## config.mk

```make
export PLATFORM = sky130hd
export DESIGN_NAME = three_wire_serial_io
export DESIGN_NICKNAME = d
export VERILOG_FILES = /design/src/hw/three_wire_serial_io_pkg.sv /design/src/hw/sync_2ff.sv /design/src/hw/serial_clock_gen.sv /design/src/hw/three_wire_serial_io.sv
export VERILOG_INCLUDE_DIRS = /design/src /design/src/hw
export SDC_FILE = /design/constraint.sdc
export NUM_CORES = 1
export LEC_CHECK = 0
export ABC_CLOCK_PERIOD_IN_PS = 2250
export BUFFER_PORTS_ARGS = -buffer_cell sky130_fd_sc_hd__buf_2
export CAP_MARGIN = 5
export CELL_PAD_IN_SITES_DETAIL_PLACEMENT = 0
export CELL_PAD_IN_SITES_GLOBAL_PLACEMENT = 1
export CORE_ASPECT_RATIO = 0.75
export CORE_UTILIZATION = 43
export CTS_BUF_LIST = sky130_fd_sc_hd__clkbuf_4 sky130_fd_sc_hd__clkbuf_8
export DETAILED_ROUTE_END_ITERATION = 8
export PLACE_DENSITY = 0.85
export SLEW_MARGIN = 20
export SYNTH_ARGS = -nofsm -noshare
export SYNTH_HDL_FRONTEND = slang
export SYNTH_HIERARCHICAL = 1
export SYNTH_SLANG_ARGS = --single-unit
```

## constraint.sdc

```tcl
create_clock -name mclk_i -period 2.25 [get_ports mclk_i]
set_clock_uncertainty 0.05 [all_clocks]
set_input_delay 0.3375 -clock mclk_i [delete_from_list [all_inputs] [get_ports mclk_i]]
set_output_delay 0.3375 -clock mclk_i [all_outputs]
set_load 0.01 [all_outputs]
```

## src/hw/three_wire_serial_io_map.svh

```systemverilog
// Register map, field positions, reset values and clock counts of the serial channel.
// Assumes inclusion by bare name from any file that needs the constants.
`ifndef THREE_WIRE_SERIAL_IO_MAP_SVH
`define THREE_WIRE_SERIAL_IO_MAP_SVH

`define TW_MODE_ADDR   16'hff90
`define TW_SHIFT_ADDR  16'hff80
`define TW_MODE_RST    8'h00
`define TW_SHIFT_RST   8'h00
`define TW_EN_BIT      7
`define TW_XFER_BIT    2
`define TW_SEL_HI_BIT  1
`define TW_SEL_LO_BIT  0
`define TW_SEL_EXT     2'h0
`define TW_SEL_TMR     2'h1
`define TW_SEL_DIV8    2'h2
`define TW_SEL_DIV16   2'h3
`define TW_DIV8_RATIO  8
`define TW_DIV16_RATIO 16
`define TW_FRAME_BITS  8

`endif

```

## src/hw/three_wire_serial_io_pkg.sv

```systemverilog
// Types shared by the serial channel modules.
// Assumes the constants header is on the include path.
`include "three_wire_serial_io_map.svh"

package three_wire_serial_io_pkg;

  typedef struct packed {
    logic [15:0] addr;
    logic        wr;
    logic        rd;
    logic        bit_op;
    logic [2:0]  bit_sel;
    logic [7:0]  wdata;
  } cpu_req_type;

  typedef struct packed {
    logic       enable;
    logic       rx_only;
    logic [1:0] clk_sel;
  } mode_reg_type;

  typedef enum logic {
    ST_IDLE,
    ST_SHIFT
  } xfer_state_type;

endpackage

```

## src/hw/sync_2ff.sv

```systemverilog
// Two-stage synchroniser for pin levels.
// Assumes inputs are asynchronous to mclk_i.
`timescale 1ns/1ps
`default_nettype none

module sync_2ff #(
  parameter int WIDTH = 1
) (
  input  wire logic             mclk_i, // System clock
  input  wire logic             rst_i,  // Async reset, high
  input  wire logic [WIDTH-1:0] d_i,    // Asynchronous levels
  output logic      [WIDTH-1:0] q_o     // Synchronised levels
);
  logic [WIDTH-1:0] meta_r;

  always_ff @(posedge mclk_i or posedge rst_i) begin
    if (rst_i) begin
      meta_r <= '1;
      q_o    <= '1;
    end else begin
      meta_r <= d_i;
      q_o    <= meta_r;
    end
  end
endmodule // sync_2ff

`default_nettype wire

```

## src/hw/serial_clock_gen.sv

```systemverilog
// Serial clock source select, internal divider and edge detection.
// Assumes ext_lvl_i is already synchronised and tmr_lvl_i is on mclk_i.
`timescale 1ns/1ps
`default_nettype none

module serial_clock_gen
  import three_wire_serial_io_pkg::*;
#(
  parameter int CW = 4
) (
  input  wire logic       mclk_i,    // System clock
  input  wire logic       rst_i,     // Async reset, high
  input  wire logic [1:0] sel_i,     // Clock source select
  input  wire logic       run_i,     // Frame in progress
  input  wire logic       ext_lvl_i, // Synchronised external clock
  input  wire logic       tmr_lvl_i, // Timer two output level
  output logic            lvl_o,     // Selected clock level
  output logic            fall_o,    // Falling edge while running
  output logic            rise_o     // Rising edge while running
);
  logic [CW-1:0] div_cnt_r;
  logic [CW-1:0] half_cnt;
  logic          int_lvl_r;
  logic          prev_r;
  logic          internal;

  assign internal = sel_i[`TW_SEL_HI_BIT];
  assign half_cnt = sel_i[`TW_SEL_LO_BIT] ? CW'(`TW_DIV16_RATIO / 2) : CW'(`TW_DIV8_RATIO / 2);

  // Divider rests high so each frame opens with a falling edge
  always_ff @(posedge mclk_i or posedge rst_i) begin
    if (rst_i) begin
      div_cnt_r <= '0;
      int_lvl_r <= 1'b1;
    end else if (!run_i || !internal) begin
      div_cnt_r <= '0;
      int_lvl_r <= 1'b1;
    end else if (div_cnt_r == half_cnt - CW'(1)) begin
      div_cnt_r <= '0;
      int_lvl_r <= ~int_lvl_r;
    end else begin
      div_cnt_r <= div_cnt_r + CW'(1);
    end
  end

  always_comb begin
    unique case (sel_i)
      `TW_SEL_EXT: lvl_o = ext_lvl_i;
      `TW_SEL_TMR: lvl_o = tmr_lvl_i;
      default:     lvl_o = int_lvl_r;
    endcase
  end

  always_ff @(posedge mclk_i or posedge rst_i) begin
    if (rst_i) begin
      prev_r <= 1'b1;
    end else begin
      prev_r <= lvl_o;
    end
  end

  assign fall_o = run_i & prev_r & ~lvl_o;
  assign rise_o = run_i & ~prev_r & lvl_o;
endmodule // serial_clock_gen

`default_nettype wire

```

## src/hw/three_wire_serial_io.sv

```systemverilog
// Three-wire clocked serial channel: mode register, shift register and pins.
// Assumes a CPU register port on mclk_i and pins driven through external buffers.
`timescale 1ns/1ps
`default_nettype none

module three_wire_serial_io
  import three_wire_serial_io_pkg::*;
(
  input  wire logic                          mclk_i,   // System clock
  input  wire logic                          rst_i,    // Async reset, high
  input  wire three_wire_serial_io_pkg::cpu_req_type cpu_i, // CPU access
  output logic [7:0]                         rdata_o,  // Read data
  output logic                               rvalid_o, // Read data valid
  input  wire logic                          tmr_lvl_i, // Timer two output
  input  wire logic                          sck_i,    // Clock pin level
  output logic                               sck_o,    // Clock pin drive
  output logic                               sck_oe_o, // Clock pin enable
  input  wire logic                          si_i,     // Serial in pin
  output logic                               so_o,     // Serial out pin
  output logic                               so_oe_o,  // Serial out enable
  output logic                               done_o,   // Transfer done pulse
  output logic                               busy_o    // Transfer running
);
  import three_wire_serial_io_pkg::*;

  mode_reg_type   mode_r;
  xfer_state_type state_r;
  logic [7:0]     shift_r;
  logic [3:0]     bit_cnt_r;
  logic           half_r;
  logic           so_latch_r;
  logic [1:0]     pin_sync;
  logic           ser_lvl;
  logic           fall;
  logic           rise;
  logic           hit_mode;
  logic           hit_shift;
  logic           trigger;
  logic           running;
  logic [7:0]     mode_byte;
  logic [7:0]     mode_nxt;

  assign hit_mode  = (cpu_i.addr == `TW_MODE_ADDR);
  assign hit_shift = (cpu_i.addr == `TW_SHIFT_ADDR);
  assign running   = (state_r == ST_SHIFT);

  // Only an access made while enable is already stored can start a frame
  assign trigger = mode_r.enable && !running && hit_shift &&
                   (mode_r.rx_only ? cpu_i.rd : cpu_i.wr);

  assign mode_byte = {mode_r.enable, 4'h0, mode_r.rx_only, mode_r.clk_sel};

  // Input pin is only sampled, never driven, so it stays usable as a port
  sync_2ff #(
    .WIDTH (2)
  ) u_sync (
    .mclk_i (mclk_i),
    .rst_i  (rst_i),
    .d_i    ({sck_i, si_i}),
    .q_o    (pin_sync)
  );

  serial_clock_gen #(
    .CW (4)
  ) u_clk (
    .mclk_i    (mclk_i),
    .rst_i     (rst_i),
    .sel_i     (mode_r.clk_sel),
    .run_i     (running),
    .ext_lvl_i (pin_sync[1]),
    .tmr_lvl_i (tmr_lvl_i),
    .lvl_o     (ser_lvl),
    .fall_o    (fall),
    .rise_o    (rise)
  );

  // Byte or single-bit write; reserved bits are dropped
  always_comb begin
    mode_nxt = mode_byte;
    if (cpu_i.bit_op) begin
      mode_nxt[cpu_i.bit_sel] = cpu_i.wdata[0];
    end else begin
      mode_nxt = cpu_i.wdata;
    end
  end

  always_ff @(posedge mclk_i or posedge rst_i) begin
    if (rst_i) begin
      mode_r <= mode_reg_type'(4'h0);
    end else if (cpu_i.wr && hit_mode) begin
      mode_r.enable  <= mode_nxt[`TW_EN_BIT];
      mode_r.rx_only <= mode_nxt[`TW_XFER_BIT];
      mode_r.clk_sel <= {mode_nxt[`TW_SEL_HI_BIT], mode_nxt[`TW_SEL_LO_BIT]};
    end
  end

  always_ff @(posedge mclk_i or posedge rst_i) begin
    if (rst_i) begin
      state_r <= ST_IDLE;
    end else if (!mode_r.enable) begin
      state_r <= ST_IDLE;
    end else begin
      unique case (state_r)
        ST_IDLE: begin
          if (trigger) begin
            state_r <= ST_SHIFT;
          end
        end
        ST_SHIFT: begin
          if (rise && half_r && bit_cnt_r == 4'(`TW_FRAME_BITS - 1)) begin
            state_r <= ST_IDLE;
          end
        end
      endcase
    end
  end

  // Bit counter and phase: a rise counts only after its own fall
  always_ff @(posedge mclk_i or posedge rst_i) begin
    if (rst_i) begin
      bit_cnt_r <= 4'h0;
      half_r    <= 1'b0;
    end else if (!mode_r.enable || !running) begin
      bit_cnt_r <= 4'h0;
      half_r    <= 1'b0;
    end else if (fall) begin
      half_r <= 1'b1;
    end else if (rise && half_r) begin
      half_r    <= 1'b0;
      bit_cnt_r <= bit_cnt_r + 4'h1;
    end
  end

  // Parallel load when idle; shift on fall, capture on rise
  always_ff @(posedge mclk_i or posedge rst_i) begin
    if (rst_i) begin
      shift_r <= `TW_SHIFT_RST;
    end else if (!running) begin
      if (cpu_i.wr && hit_shift) begin
        shift_r <= cpu_i.wdata;
      end
    end else if (fall) begin
      shift_r <= {shift_r[6:0], shift_r[0]};
    end else if (rise && half_r) begin
      shift_r[0] <= pin_sync[0];
    end
  end

  always_ff @(posedge mclk_i or posedge rst_i) begin
    if (rst_i) begin
      so_latch_r <= 1'b0;
    end else if (running && fall) begin
      so_latch_r <= shift_r[7];
    end
  end

  // Pin drivers; all released while the channel is stopped
  always_ff @(posedge mclk_i or posedge rst_i) begin
    if (rst_i) begin
      so_o     <= 1'b0;
      so_oe_o  <= 1'b0;
      sck_o    <= 1'b1;
      sck_oe_o <= 1'b0;
    end else begin
      so_oe_o  <= mode_r.enable;
      sck_oe_o <= mode_r.enable && (mode_r.clk_sel != `TW_SEL_EXT);
      if (mode_r.rx_only) begin
        so_o <= 1'b0;
      end else if (running && fall) begin
        so_o <= shift_r[7];
      end else begin
        so_o <= so_latch_r;
      end
      // Pin clock follows counted edges only, so a free-running timer level
      // seen at frame start never shows the far side a spurious fall
      if (!running) begin
        sck_o <= 1'b1;
      end else if (fall) begin
        sck_o <= 1'b0;
      end else if (rise && half_r) begin
        sck_o <= ser_lvl;
      end
    end
  end

  always_ff @(posedge mclk_i or posedge rst_i) begin
    if (rst_i) begin
      done_o <= 1'b0;
      busy_o <= 1'b0;
    end else begin
      done_o <= mode_r.enable && running && rise && half_r &&
                bit_cnt_r == 4'(`TW_FRAME_BITS - 1);
      busy_o <= running && !(rise && half_r && bit_cnt_r == 4'(`TW_FRAME_BITS - 1)) &&
                mode_r.enable;
    end
  end

  // Registered read port; unmapped addresses read zero
  always_ff @(posedge mclk_i or posedge rst_i) begin
    if (rst_i) begin
      rdata_o  <= 8'h00;
      rvalid_o <= 1'b0;
    end else begin
      rvalid_o <= cpu_i.rd;
      if (cpu_i.rd && hit_mode) begin
        rdata_o <= mode_byte;
      end else if (cpu_i.rd && hit_shift) begin
        rdata_o <= shift_r;
      end else if (cpu_i.rd) begin
        rdata_o <= 8'h00;
      end
    end
  end
endmodule // three_wire_serial_io

`default_nettype wire

```

==> results of run 1 <==
==> worst max-delay path, stage by stage, from the launching register on <==
cell and delay (ps):
dfrtp_1 430, mux2_1 340, mux2i_1 230, and3_1 230
and3b_1 260, and3b_1 190, a21o_1 150, a21oi_1 110
==> logic make-up (layout without fill, tap and decap cells) <==
| kind of cell | after synthesis | in the layout | synth area share |
|---|---|---|---|
| AND/OR/NAND/NOR | 67 | 67 | 0.187 |
| adder cells (fa/ha/maj) | 2 | 2 | 0.0116 |
| buffers and inverters | 28 | 79 | 0.0545 |
| multiplexers | 17 | 17 | 0.0828 |
| XOR/XNOR | 6 | 6 | 0.0243 |
| flip-flops | 44 | 44 | 0.514 |
| AO/OA/AOI/OAI | 44 | 44 | 0.126 |
==> area by class of cell <==
cell class	instances	area (sq um)	share of cell area
multi-input combinational	136	932	0.364
clock inverter	1	7.51	0.00293
clock buffer	7	90.1	0.0352
timing repair buffer	54	285	0.111
inverter	17	63.8	0.0249
tap	57	71.3	0.0279
sequential	44	1110	0.434
==> routing by layer <==
metal	global-route usage	share of wire	vias to the layer above
met5	0	0	-
met1	0.266	0.51	796
met3	0.0446	0.059	5
li1	-	-	844
met4	0.0582	0.010	0
met2	0.287	0.42	54
==> worst paths after layout <==
kind | startpoint | end | slack (ps) | cells past startpoint
max in group asynchronous | rst_i | sck_o | 1160 | 4
worst min-delay path | sck_i | u_sync/meta_r[1] | 80 | 1
worst min register to register | u_sync/meta_r[0] | u_sync/q_o[0] | 310 | 0
worst max-delay path | mode_byte[0] | shift_r[0] | 180 | 7
worst max register to register | mode_byte[0] | shift_r[0] | 180 | 7
min in group asynchronous | rst_i | u_clk/div_cnt_r[3] | 470 | 3
==> power breakdown <==
part	internal (mW)	leakage (nW)	switching (mW)
clock	0.262	0.0479	0.267
combinational	0.0376	0.631	0.0543
sequential	0.799	0.589	0.00163
==> stage by stage <==
| step | worst slack [ps] | area [sq um] |
|---|---|---|
| 2_1_floorplan | 313 | 2160 |
| 3_3_place_gp | 293 | 2450 |
| 3_5_place_dp | 228 | 2450 |
| 4_1_cts | 185 | 2560 |
| 5_1_grt | 72.5 | 2560 |
| 6_report | 181 | 2560 |
==> repair_timing <==
item,CTS,global route
endpoints found under the setup margin,0,0
endpoints found under the hold margin,4,0
hold buffers,1,0
==> cells in the mapped netlist, types with 3 or more instances <==
library cell / number / area (sq um)
o21ai_0: 14 / 70.1
mux2_2: 5 / 56.3
xor2_1: 4 / 35.0
a31oi_1: 6 / 37.5
a22o_1: 3 / 26.3
nor3_1: 6 / 30.0
and3_1: 4 / 25.0
a22oi_1: 6 / 45.0
nor2_1: 11 / 41.3
inv_1: 17 / 63.8
buf_2: 4 / 20.0
dfstp_2: 7 / 184
mux2i_1: 10 / 100
o22ai_1: 3 / 18.8
dfrtp_1: 37 / 926
nand2_1: 11 / 41.3
nand3_1: 10 / 50.1
clkbuf_1: 5 / 18.8
a21oi_1: 5 / 25.0
nand4_1: 8 / 50.1
==> sequential cells by signal, indices dropped and copies added (netlist names) <==
register         count
rdata_o              8
shift_r              8
bit_cnt_r            4
mode_byte            4
u_clk/div_cnt_r      4
u_sync/meta_r        2
u_sync/q_o           2
busy_o               1
done_o               1
half_r               1
running              1
rvalid_o             1
sck_o                1
sck_oe_o             1
so_latch_r           1
so_o                 1
so_oe_o              1
u_clk/int_lvl_r      1
u_clk/prev_r         1
==> flow_summary.yaml, run 1 <==
final_layout:
  syn_to_final_growth_pct: 18.5
  utilization: 0.550
  layout.nets: 295
  drive_gt1_frac: 0.305
  fin_cells: 316
  antennaDiodeCount: 0
  fillers: 426
  final_common_cell: "buf_2"
  final_cell_mix: "49 x buf_2, 37 x dfrtp_1, 17 x inv_1"
global_routing:
  grt_pass1_vias: 1699
  overflow: 0
  antenna_found_initial: 0
  grt_max_degree: 35
  grt_pass1_wl_mm: 7.94
  grt.total_usage: 0.188
worst_setup_path:
  cp_max_fo: 6
  required_ps: 2420
  startpoint_type: "flop"
  path_class: "reg -> reg"
  cp-end-kind: "flop"
  arrival_ps: 2240
detailed_routing:
  drc: 4
  detail_route.first_pass.iterations: 6
  drt_iter0_markers: 95
  avgRoutedWirePerCell_microns: 14.3
  vias: 1699
  wirelength_mm: 4.51
  antenna_left: 0
  vias_per_cell: 5.38
sta:
  rsz0062_at_grt: "false"
  setup_tns_ps: 0
  period_share: 0.920
  maxSlewViolCount: 0
  clock.fmax_mhz: 483
  hold_viol: 0
  whs_ps: 83.7
  finalCriticalPeriod_ps: 2070
  worstMarginPinSlew_ps: 440
  max_slew_margin: 0.707
  setup_viol: 0
cts:
  clockRootBuffer: "clkbuf_8"
  postCtsSetupRepairBufs: 0
  numCtsBuffers: 5
  clk_latency_ps: 290
  cts_max_path_buffers: 2
  cts.sinks: 44
  htree_levels: 2
  cts_tree: "built"
  cts-resized-gates: 0
  clkSlewWorstSetupHoldPaths_ps: 80
synth:
  postSynthCellCount: 208
  synth-edff-count: 0
  ys_warn_count: 6
  syn_area_sq_um: 2160
  synth_cell_types: 43
  synth.avg_cell_area_sq_um: 10.4
  synth_ff_type: "dfrtp_1"
  syn_nets: 245
  yosysSeqAreaShare: 0.514
  ys_ff_latch: 44
  async_flop_share: 1.00
die:
  die_h_microns: 63.4
  rows: 21
  initial_core_util: 0.464
  die_width_microns: 83.8
  coreArea_sq_um: 4650
  io_pins: 50
  floorplan.die_area_sq_um: 5310
flow_run:
  cap_violations: 0
power:
  power_mw: 1.42
  p_leak_nw: 1.27
  p_per_area_nw_per_um2: 555
  peakVddDrop_uv: 328
min_path:
  hold_class: "in -> reg"
placement:
  dpl.cell_count: 307
  port_buffers: 49
  hpwl_mm: 3.33
  place.gp.congestion: 0.818
run_status:
  status: "finished, violations left"
  violations: "design-rule violations"
Note: power is estimated with default switching activity, not from simulation.
==> run 2, diff against run 1 <==
Settings changed: CORE_ASPECT_RATIO 0.75 to 0.5.
==> flow_summary.yaml, run 2 (synthesized netlist as in run 1, its figures left out) <==
sta:
  rsz0062_at_grt: "false"
  worstMarginPinSlew_ps: 421
  max_slew_margin: 0.717
  period_share: 0.922
  finalCriticalPeriod_ps: 2080
  hold_viol: 0
  clock.fmax_mhz: 482
  setup_tns_ps: 0
  maxSlewViolCount: 0
  setup_viol: 0
cts:
  clk_latency_ps: 290
  cts_max_path_buffers: 2
  cts_hold_buf: 1
  htree_levels: 2
  cts.sinks: 44
  cts-resized-gates: 0
  numCtsBuffers: 5
  clockRootBuffer: "clkbuf_8"
  postCtsSetupRepairBufs: 0
  clkSlewWorstSetupHoldPaths_ps: 80
  cts_tree: "built"
placement:
  port_buffers: 49
  hpwl_mm: 3.34
  place.gp.congestion: 0.769
  placed_cell_area_sq_um: 2480
die:
  die_h_microns: 52.1
  coreArea_sq_um: 4620
  die_width_microns: 102
  floorplan.die_area_sq_um: 5330
  rows: 17
  initial_core_util: 0.468
  io_pins: 50
detailed_routing:
  vias: 1726
  avgRoutedWirePerCell_microns: 13.4
  antenna_left: 0
  vias_per_cell: 5.28
  drc: 0
  drt_iter0_markers: 55
  detail_route.first_pass.iterations: 4
  wirelength_mm: 4.39
worst_setup_path:
  r2r_slack_ps: 170
  startpoint_type: "flop"
  crit_slowest_cell: "dfrtp_1"
  cp_common_cell: "and3b_1"
  r2r_start: "mode_byte[0]"
  path_cells: "mux2_1, mux2i_1, and3_1, and3b_1, and3b_1, a21o_1, a21oi_1"
  path_class: "reg -> reg"
  cp_max_fo: 6
  crit_family: "simple AND/OR/NAND/NOR gates"
  required_ps: 2420
  critPathMaxStageDelay_ps: 440
  reg2reg_to: "shift_r[0]"
  arrival_ps: 2250
  reg2reg_depth: 7
  cp-end-kind: "flop"
  cp_num_buf_inv: 0
final_layout:
  multiInputGateArea_sq_um: 932
  final_common_cell: "buf_2"
  register_area_sq_um: 1110
  antennaDiodeCount: 0
  drive_gt1_frac: 0.310
  layout.nets: 297
  top_regs: "rdata_o (8), shift_r (8)"
  final_area_sq_um: 2580
  syn_to_final_growth_pct: 19.4
  fillers: 425
  final_cell_mix: "49 x buf_2, 37 x dfrtp_1, 17 x inv_1"
flow_run:
  cap_violations: 0
run_status:
  status: "finished clean"
global_routing:
  grt_max_degree: 35
  grt_pass1_vias: 1676
  grt.total_usage: 0.194
  overflow: 0
  antenna_found_initial: 0
  grt_pass1_wl_mm: 7.73
min_path:
  min_to: "u_sync/meta_r[0]"
  holdPathStages: 1
  hold_start: "si_i"
  hold_class: "in -> reg"
power:
  p_per_area_nw_per_um2: 537
  p_leak_nw: 1.28
  peakVddDrop_uv: 235
run 2: cell count changes in the layout (fill, tap and decap cells not counted):
cell / delta
buf_4: +2
clkbuf_4: +1
clkbuf_8: -1
clkinv_2: +1
clkinvlp_4: -1
run 2: final cells by class:
type                    count  area share
clock buffers               7      0.0325
multi-input cells         136       0.362
clock inverters             1     0.00194
flip-flops and latches     44       0.431
inverters                  17      0.0248
well taps                  66      0.0320
repair buffers             56       0.117
run 2: worst max path at each step:
stage	depth (start not counted)	endpoint	start	slack, ps
global route	7	shift_r[0]	mode_byte[0]	50
global placement	7	shift_r[0]	mode_byte[0]	260
finish	7	shift_r[0]	mode_byte[0]	170
floorplan	7	so_o	mode_byte[0]	310
detailed placement	7	shift_r[0]	mode_byte[0]	190
CTS	7	shift_r[0]	mode_byte[0]	170
run 2: worst reg2reg max path: cells and delay by family (launching register included):
| family | cells | cell delay [ps] |
|---|---|---|
| compound gates | 2 | 250 |
| flops | 1 | 440 |
| mux | 2 | 540 |
| simple gates | 3 | 730 |
run 2: per-layer routing:
layer | vias to the layer above | global-route usage | share of wire
met4 | 0 | 0.0619 | 0.012
li1 | 849 | - | -
met3 | 9 | 0.0457 | 0.039
met1 | 828 | 0.276 | 0.52
met5 | - | 0 | 0
met2 | 40 | 0.293 | 0.43
run 2: through the flow:
step	power (mW)	utilization	hold WS [ps]	cells	setup slack [ps]
2_1_floorplan	0.860	-	77.0	208	313
3_3_place_gp	0.906	0.537	226	318	261
3_5_place_dp	0.908	0.537	238	318	188
4_1_cts	1.40	0.558	89.6	327	174
5_1_grt	1.45	0.558	73.7	327	49.4
6_report	1.38	0.558	95.4	327	175
run 2: report_power, final:
part	switching [mW]	internal [mW]	total, mW	leakage, nW
clock network	0.249	0.242	0.491	0.0491
logic	0.0543	0.0376	0.0918	0.642
registers	0.00172	0.799	0.801	0.589
